`src/rtl/bpc_pkg.sv`:
```
// Constants for the bridge function's PCI configuration header block.
// Assumes byte offsets inside a 256-byte configuration space, with
// dword-wide accesses carrying four byte enables.
package bpc_pkg;

    // ----------------------------------------------------------------
    // Byte offsets of the implemented registers
    // ----------------------------------------------------------------
    localparam logic [7:0] BPC_OFF_STATUS = 8'h06; // Bus error status
    localparam logic [7:0] BPC_OFF_REV = 8'h08; // Revision number
    localparam logic [7:0] BPC_OFF_CLASS = 8'h09; // Class code, 3 bytes
    localparam logic [7:0] BPC_OFF_HDR = 8'h0E; // Header layout type
    localparam logic [7:0] BPC_OFF_SUBSYSTEM_VENDOR_CODE = 8'h2C; // Subsystem vendor code
    localparam logic [7:0] BPC_OFF_SUBSYSTEM_PRODUCT_CODE = 8'h2E; // Subsystem product code
    localparam logic [7:0] BPC_OFF_BOOT = 8'h40; // Boot strap capture
    localparam logic [7:0] BPC_OFF_LOCK = 8'h41; // Identity write lock

    // ----------------------------------------------------------------
    // Status field positions (within the 16-bit status register)
    // ----------------------------------------------------------------
    localparam int BPC_ST_PERR = 15; // Parity error detected
    localparam int BPC_ST_SERR = 14; // System error signalled
    localparam int BPC_ST_MABT = 13; // Master abort received
    localparam int BPC_ST_TABT = 12; // Target abort received
    localparam int BPC_ST_TSIG = 11; // Target abort signalled
    localparam int BPC_ST_SEL_LO = 9; // Select timing, low bit
    localparam int BPC_ST_SEL_HI = 10; // Select timing, high bit

    // ----------------------------------------------------------------
    // Fixed and reset values
    // ----------------------------------------------------------------
    localparam logic [23:0] BPC_CLASS_CODE = 24'h060100;
    localparam logic [7:0] BPC_HDR_LAYOUT = 8'h00;
    localparam logic [1:0] BPC_SEL_TIMING = 2'h3;
    localparam logic BPC_TSIG_VALUE = 1'b0;
    localparam logic [3:0] BPC_FLAGS_RST = 4'h0;
    localparam logic [1:0] BPC_BOOT_RST = 2'h0;
    localparam logic BPC_LOCK_RST = 1'b0;

    // ----------------------------------------------------------------
    // Boot ROM location encodings
    // ----------------------------------------------------------------
    localparam logic [1:0] BPC_ROM_XBUS8 = 2'h0;
    localparam logic [1:0] BPC_ROM_XBUS16 = 2'h1;
    localparam logic [1:0] BPC_ROM_LPC = 2'h2;
    localparam logic [1:0] BPC_ROM_LPC_FWH = 2'h3;

endpackage

```
`src/rtl/bpc_config_header.sv`:
```
// Configuration header of the bridge function: status, identity,
// class, header type, boot strap capture and identity write lock.
// Assumes a decoded configuration port on the same clock as the
// bus, event strobes from bus logic on that clock, and strap pins
// arriving asynchronously.
`timescale 1ns/1ns

module bpc_config_header #(
    parameter logic [7:0] REV_RST = 8'hA5, // Arbitrary value
    parameter logic [15:0] SUBSYSTEM_VENDOR_CODE_RST = 16'h1C3B, // Arbitrary value
    parameter logic [15:0] SUBSYSTEM_PRODUCT_CODE_RST = 16'h5E7D // Arbitrary value
) (
    // Clock, reset, enable
    input wire logic clk,
    input wire logic rstn,
    input wire logic ce,
    // Configuration access port
    input wire logic cfg_req,
    input wire logic cfg_wr,
    input wire logic [5:0] cfg_dw,
    input wire logic [3:0] cfg_be,
    input wire logic [31:0] cfg_wdata,
    output logic [31:0] cfg_rdata,
    output logic cfg_ack,
    // Bus event strobes
    input wire logic parity_err_evt,
    input wire logic serr_drive_evt,
    input wire logic master_abort_evt,
    input wire logic special_cycle,
    input wire logic target_abort_evt,
    // Strap pins
    input wire logic [1:0] rom_kind_strap,
    // State seen by the rest of the chip
    output logic [1:0] boot_rom_location,
    output logic id_write_unlock
);

    // ----------------------------------------------------------------
    // Address decode
    // ----------------------------------------------------------------
    // Dword indices derived from the byte offsets
    localparam logic [5:0] DW_STATUS = bpc_pkg::BPC_OFF_STATUS[7:2];
    localparam logic [5:0] DW_REV = bpc_pkg::BPC_OFF_REV[7:2];
    localparam logic [5:0] DW_HDR = bpc_pkg::BPC_OFF_HDR[7:2];
    localparam logic [5:0] DW_SUB = bpc_pkg::BPC_OFF_SUBSYSTEM_VENDOR_CODE[7:2];
    localparam logic [5:0] DW_BOOT = bpc_pkg::BPC_OFF_BOOT[7:2];
    // Lanes of the byte-addressed fields
    localparam int LN_STAT_HI = 3;
    localparam int LN_REV = 0;
    localparam int LN_SUBSYSTEM_VENDOR_CODE = 0;
    localparam int LN_SUBSYSTEM_PRODUCT_CODE = 2;
    localparam int LN_LOCK = 1;

    // Write strobes per target, before the lock is applied
    logic wr_any;
    logic wr_status;
    logic wr_rev;
    logic wr_sub;
    logic wr_lock;

    // A write is taken only on an enabled edge
    assign wr_any = ce && cfg_req && cfg_wr;
    assign wr_status = wr_any && (cfg_dw == DW_STATUS);
    assign wr_rev = wr_any && (cfg_dw == DW_REV);
    assign wr_sub = wr_any && (cfg_dw == DW_SUB);
    assign wr_lock = wr_any && (cfg_dw == DW_BOOT);

    // ----------------------------------------------------------------
    // Status flags
    // ----------------------------------------------------------------
    logic [3:0] flags_reg; // Bits 15..12 of status
    logic [3:0] flags_next;
    logic [3:0] flags_set;
    logic [3:0] flags_clr;
    logic [15:0] status_view;

    // Event collection and write-one-to-clear
    always_comb begin
        flags_set = {parity_err_evt,
                     serr_drive_evt,
                     master_abort_evt && !special_cycle,
                     target_abort_evt};
        // Only the top byte lane can clear, and only with a one
        flags_clr = '0;
        if (wr_status && cfg_be[LN_STAT_HI]) begin
            flags_clr = cfg_wdata[31:28];
        end
        // Set wins over clear so no event is lost
        flags_next = (flags_reg & ~flags_clr) | flags_set;
        if (!ce) begin
            flags_next = flags_reg;
        end
    end

    // Flags register
    always_ff @(posedge clk) begin
        if (!rstn) begin
            flags_reg <= bpc_pkg::BPC_FLAGS_RST;
        end else begin
            flags_reg <= flags_next;
        end
    end

    // Status as software reads it
    always_comb begin
        status_view = '0;
        status_view[bpc_pkg::BPC_ST_PERR] = flags_reg[3];
        status_view[bpc_pkg::BPC_ST_SERR] = flags_reg[2];
        status_view[bpc_pkg::BPC_ST_MABT] = flags_reg[1];
        status_view[bpc_pkg::BPC_ST_TABT] = flags_reg[0];
        // This function never aborts as a target
        status_view[bpc_pkg::BPC_ST_TSIG] = bpc_pkg::BPC_TSIG_VALUE;
        status_view[bpc_pkg::BPC_ST_SEL_HI:bpc_pkg::BPC_ST_SEL_LO] =
            bpc_pkg::BPC_SEL_TIMING;
    end

    // ----------------------------------------------------------------
    // Identity registers and write lock
    // ----------------------------------------------------------------
    logic [7:0] rev_reg;
    logic [7:0] rev_next;
    logic [15:0] subsystem_vendor_code_reg;
    logic [15:0] subsystem_vendor_code_next;
    logic [15:0] subsystem_product_code_reg;
    logic [15:0] subsystem_product_code_next;
    logic lock_reg; // One means identity registers are writable
    logic lock_next;

    // Byte-wise updates, gated by the unlock bit
    always_comb begin
        rev_next = rev_reg;
        subsystem_vendor_code_next = subsystem_vendor_code_reg;
        subsystem_product_code_next = subsystem_product_code_reg;
        lock_next = lock_reg;
        // Locked: identity writes vanish with no error reported
        if (lock_reg) begin
            if (wr_rev && cfg_be[LN_REV]) begin
                rev_next = cfg_wdata[7:0];
            end
            for (int b = 0; b < 2; b++) begin
                if (wr_sub && cfg_be[LN_SUBSYSTEM_VENDOR_CODE + b]) begin
                    subsystem_vendor_code_next[8*b +: 8] =
                        cfg_wdata[8*(LN_SUBSYSTEM_VENDOR_CODE + b) +: 8];
                end
                if (wr_sub && cfg_be[LN_SUBSYSTEM_PRODUCT_CODE + b]) begin
                    subsystem_product_code_next[8*b +: 8] =
                        cfg_wdata[8*(LN_SUBSYSTEM_PRODUCT_CODE + b) +: 8];
                end
            end
        end
        // The lock bit itself is always writable
        if (wr_lock && cfg_be[LN_LOCK]) begin
            lock_next = cfg_wdata[8];
        end
    end

    // Identity and lock registers
    always_ff @(posedge clk) begin
        if (!rstn) begin
            rev_reg <= REV_RST;
            subsystem_vendor_code_reg <= SUBSYSTEM_VENDOR_CODE_RST;
            subsystem_product_code_reg <= SUBSYSTEM_PRODUCT_CODE_RST;
            lock_reg <= bpc_pkg::BPC_LOCK_RST;
        end else if (ce) begin
            rev_reg <= rev_next;
            subsystem_vendor_code_reg <= subsystem_vendor_code_next;
            subsystem_product_code_reg <= subsystem_product_code_next;
            lock_reg <= lock_next;
        end
    end

    // ----------------------------------------------------------------
    // Strap synchroniser and capture
    // ----------------------------------------------------------------
    // Chain runs through reset so the pins have settled at release
    logic [1:0] strap_s1_reg;
    logic [1:0] strap_s2_reg;
    logic [1:0] strap_s3_reg;
    logic [1:0] strap_ok_reg; // Filtered level
    logic [1:0] strap_ok_next;
    logic in_reset_reg; // High on the first edge after release
    logic [1:0] boot_reg;
    logic [1:0] boot_next;

    // A change counts once stages two and three agree, bit by bit
    always_comb begin
        for (int i = 0; i < 2; i++) begin
            strap_ok_next[i] = (strap_s2_reg[i] == strap_s3_reg[i]) ?
                strap_s3_reg[i] : strap_ok_reg[i];
        end
        // Level copied as is: low gives zero, high gives one
        boot_next = in_reset_reg ? strap_ok_reg : boot_reg;
    end

    // Synchroniser stages, no reset on purpose
    always_ff @(posedge clk) begin
        if (ce) begin
            strap_s1_reg <= rom_kind_strap;
            strap_s2_reg <= strap_s1_reg;
            strap_s3_reg <= strap_s2_reg;
            strap_ok_reg <= strap_ok_next;
        end
    end

    // Capture flag and boot location
    always_ff @(posedge clk) begin
        if (!rstn) begin
            in_reset_reg <= 1'b1;
            boot_reg <= bpc_pkg::BPC_BOOT_RST;
        end else if (ce) begin
            in_reset_reg <= 1'b0;
            boot_reg <= boot_next;
        end
    end

    // ----------------------------------------------------------------
    // Read path
    // ----------------------------------------------------------------
    logic [31:0] rdata_next;
    logic ack_next;

    // Fields left out of this block read as zero
    always_comb begin
        case (cfg_dw)
            DW_STATUS: rdata_next = {status_view, 16'h0000};
            DW_REV: rdata_next = {bpc_pkg::BPC_CLASS_CODE, rev_reg};
            DW_HDR: rdata_next = {8'h00, bpc_pkg::BPC_HDR_LAYOUT,
                                  16'h0000};
            DW_SUB: rdata_next = {subsystem_product_code_reg, subsystem_vendor_code_reg};
            DW_BOOT: rdata_next = {16'h0000, 7'h00, lock_reg, 6'h00, boot_reg};
            default: rdata_next = 32'h0000_0000;
        endcase
        // Reads show the value before a same-cycle write
        if (!(cfg_req && !cfg_wr)) begin
            rdata_next = cfg_rdata;
        end
        ack_next = cfg_req;
    end

    // Answer registers
    always_ff @(posedge clk) begin
        if (!rstn) begin
            cfg_rdata <= 32'h0000_0000;
            cfg_ack <= 1'b0;
        end else if (ce) begin
            cfg_rdata <= rdata_next;
            cfg_ack <= ack_next;
        end
    end

    assign boot_rom_location = boot_reg;
    assign id_write_unlock = lock_reg;

    logic rd_take;
    assign rd_take = ce && cfg_req && !cfg_wr;
endmodule

```
`config.mk`:
```
export PLATFORM = sky130hd
export DESIGN_NAME = bpc_config_header
export DESIGN_NICKNAME = d
export VERILOG_FILES = /design/src/rtl/bpc_pkg.sv /design/src/rtl/bpc_config_header.sv
export SDC_FILE = /design/constraint.sdc
export NUM_CORES = 1
export LEC_CHECK = 0
export ABC_AREA = 1
export BUFFER_PORTS_ARGS = -buffer_cell sky130_fd_sc_hd__buf_2
export CAP_MARGIN = 25
export CORE_ASPECT_RATIO = 0.8
export CORE_UTILIZATION = 35
export DETAILED_ROUTE_END_ITERATION = 8
export GPL_ROUTABILITY_DRIVEN = 0
export HOLD_SLACK_MARGIN = 0.05
export MAX_ROUTING_LAYER = met4
export PLACE_DENSITY = 0.53
export SKIP_LAST_GASP = 1
export SLEW_MARGIN = 40
export SYNTH_ARGS = -nofsm -noshare
export SYNTH_HDL_FRONTEND = slang
export SYNTH_SLANG_ARGS = --single-unit
```
`constraint.sdc`:
```
create_clock -name clk -period 2.8 [get_ports clk]
set_input_delay 0.56 -clock clk [delete_from_list [all_inputs] [get_ports clk]]
set_output_delay 0.56 -clock clk [all_outputs]
set_load 0.01 [all_outputs]
```
==> flow_summary.toml <==
[status]
status = "completed"

[critical_path]
slowest_stage = "buf_2"
crit_path_start_kind = "input port"
crit_path_end_kind = "flop"
crit_type = "input port to flop"
crit_chain = "buf_2, nand3_2, nor2_2, nand3_2, nand2_1, nand2_1, nor2_1"
worstPathRequired_ns = 3.07
worst_path_largest_cell_delay_ns = 0.33
cp.arrival_ns = 2.01
worstPathMaxFanout = 19

[pwr]
swShare_pct = 22.0
pwr-share-comb_pct = 6.1
intPower_mw = 2.10
p_per_area_nw_per_um2 = 598
seqPwrFrac_pct = 49.3
clockPowerShare_pct = 44.7
ir_drop_uv = 323
switchingPower_uw = 592
power_leakage_nw = 2.12

[logic_synthesis]
synth_edf_count = 8
synthesis.nets = 516
ys_ff_latch = 89
yosys_warnings = 0
syn_inst = 462
ys_top_cells_by_area = "dfxtp_1, nand2_1, edfxtp_1"
syn_area_sq_um = 3680
synth_cell_type_count = 29
seq_area_frac_synth_pct = 50.6
async_flop_share_pct = 0
syn-mean-instance-area_sq_um = 7.97
synth_top_cell_by_area = "dfxtp_1"
dominantRegCellSynth = "dfxtp_1"
yosys.area.top_type_share_pct = 44.0

[global_route]
grt_max_degree = 53
grt_pass1_vias = 2914
grt_overflow = 0
grt_pass1_wl_um = 14100
grt_antenna_before_repair = 0
grt_usage_pct = 17.7

[timing]
drv_slew = 0
worst_slew_pin_slew_ns = 0.537
tns_ns = 0
layout_min_cycle_time_ns = 1.74
setup_slack_ns = 1.06
max_slew_margin_pct = 64.0
grt_setup_unrepaired = "false"
fin_skew_ns = 0.00739
finalCritPeriodShare_pct = 62.0
hold_violations = 0
setup_viol = 0
clock.fmax_ghz = 0.576

[placement]
io_buffers = 89
dp_hpwl_um = 6330
dp_cells = 671
post-place-ws_ns = 0.698

[route]
drc = 0
drt_first_iter_violations = 192
wire_per_inst_um = 13.0
dr.pass1.iters = 6
wl_um = 8930
via_per_inst = 4.70
vias = 3232
antenna_left = 0

[clock_tree]
post_cts_resized = 0
holdBufCountCts = 0
clkSlewWorstSetupHoldPaths_ns = 0.06
post-cts-setup-buffers = 0
insertion_delay_ns = 0.34
cts-root-buf = "clkbuf_16"
cts.sinks = 89
cts_tree = "built"
htreeDepth = 3
cts_made_buffers = 9
clk_path_buf_depth = 2

[floorplan]
core.rowCount = 33
ios = 90
die_x_um = 117
die_y_um = 93.7
start_util_pct = 36.0
die_area_sq_um = 10900
fp.coreArea_sq_um = 10200

[cells_and_area]
finalNetCount = 596
drive_gt1_share_pct = 23.2
antennaDiodeCount = 0
layout.cells.most_common = "nand2_1"
largest_register_ffs = 32
fillCellCount = 1091
area_growth_pct = 22.5
final_cell_mix = "nand2_1, buf_2, dfxtp_1, a21oi_1, o21ai_0"
stdcell_count = 687

[job]
cap_violations = 0

[min_path]
hold_class = "input port to flop"
## critical path, delay by kind of cell
kind / cells / cell delay, ns
buf+inv: 1 / 0.33
simple gates: 6 / 1.11
## final timing paths
check,cells past startpoint,slack (ns),to,start
worst max register to register,6,1.33,rev_reg[4],id_write_unlock
worst min-delay path,1,0.40,strap_s1_reg[0],rom_kind_strap[0]
worst min register to register,0,0.42,strap_s2_reg[0],strap_s1_reg[0]
worst max-delay path,7,1.06,subsystem_product_code_reg[8],ce
## metrics by stage
| step | area, sq um | utilization [%] | hold WS, ns | power, mW |
|---|---|---|---|---|
| 5_1_grt | 4510 | 44.0 | 0.385 | 2.79 |
| 2_1_floorplan | 3680 | - | 0.400 | 1.44 |
| 6_report | 4510 | 44.0 | 0.400 | 2.70 |
| 4_1_cts | 4510 | 44.0 | 0.382 | 2.74 |
| 3_5_place_dp | 4210 | 41.1 | 0.406 | 1.52 |
| 3_3_place_gp | 4210 | 41.1 | 0.402 | 1.52 |
## cell type report
class	count	area, sq um	share of cell area, %
Sequential cell	89	1860	41.3
Multi-Input combinational cell	314	1550	34.5
Timing Repair Buffer	91	473	10.5
Clock buffer	15	299	6.63
Tap cell	140	175	3.88
Inverter	37	141	3.14
Clock inverter	1	5.00	0.111
## cell usage after synthesis, types with 2 or more instances
| library cell | n |
|---|---|
| inv_1 | 33 |
| dfxtp_1 | 81 |
| nand2_8 | 2 |
| nand2_2 | 3 |
| edfxtp_1 | 8 |
| buf_4 | 3 |
| nor2_8 | 3 |
| nand3_2 | 3 |
| o211ai_1 | 7 |
| nor2_4 | 3 |
| nand4_1 | 11 |
| a21oi_1 | 44 |
| clkbuf_1 | 10 |
| nor2_1 | 37 |
| inv_2 | 2 |
| buf_6 | 2 |
| buf_2 | 6 |
| nor2_2 | 3 |
| o21ai_0 | 41 |
| xor2_1 | 2 |
| nand2_1 | 116 |
| nand3_1 | 35 |
## routing by layer
metal  global-route usage [%]  part of all wire, %  vias up
li1                         -                    -     1678
met1                     23.4                   50     1458
met2                     24.6                   41       81
met3                     5.68                  6.3       15
met4                     7.38                  2.0        0
met5                        -                    0        -
## power groups by stage
stage / clock network [mW] / registers (mW) / logic [mW]
after floorplan: 0 / 1.36 / 0.0768
after global placement: 0 / 1.36 / 0.164
after detailed placement: 0 / 1.36 / 0.165
after CTS: 1.24 / 1.33 / 0.165
after global routing: 1.28 / 1.33 / 0.182
final: 1.20 / 1.33 / 0.163
## logic make-up after synthesis
family | Yosys count | synth area share [%]
buf+inv | 59 | 7.44
compound gates | 93 | 13.1
simple gates | 219 | 28.4
flops | 89 | 50.6
xor+xnor | 2 | 0.476
Note: power is estimated with default switching activity, not from simulation.
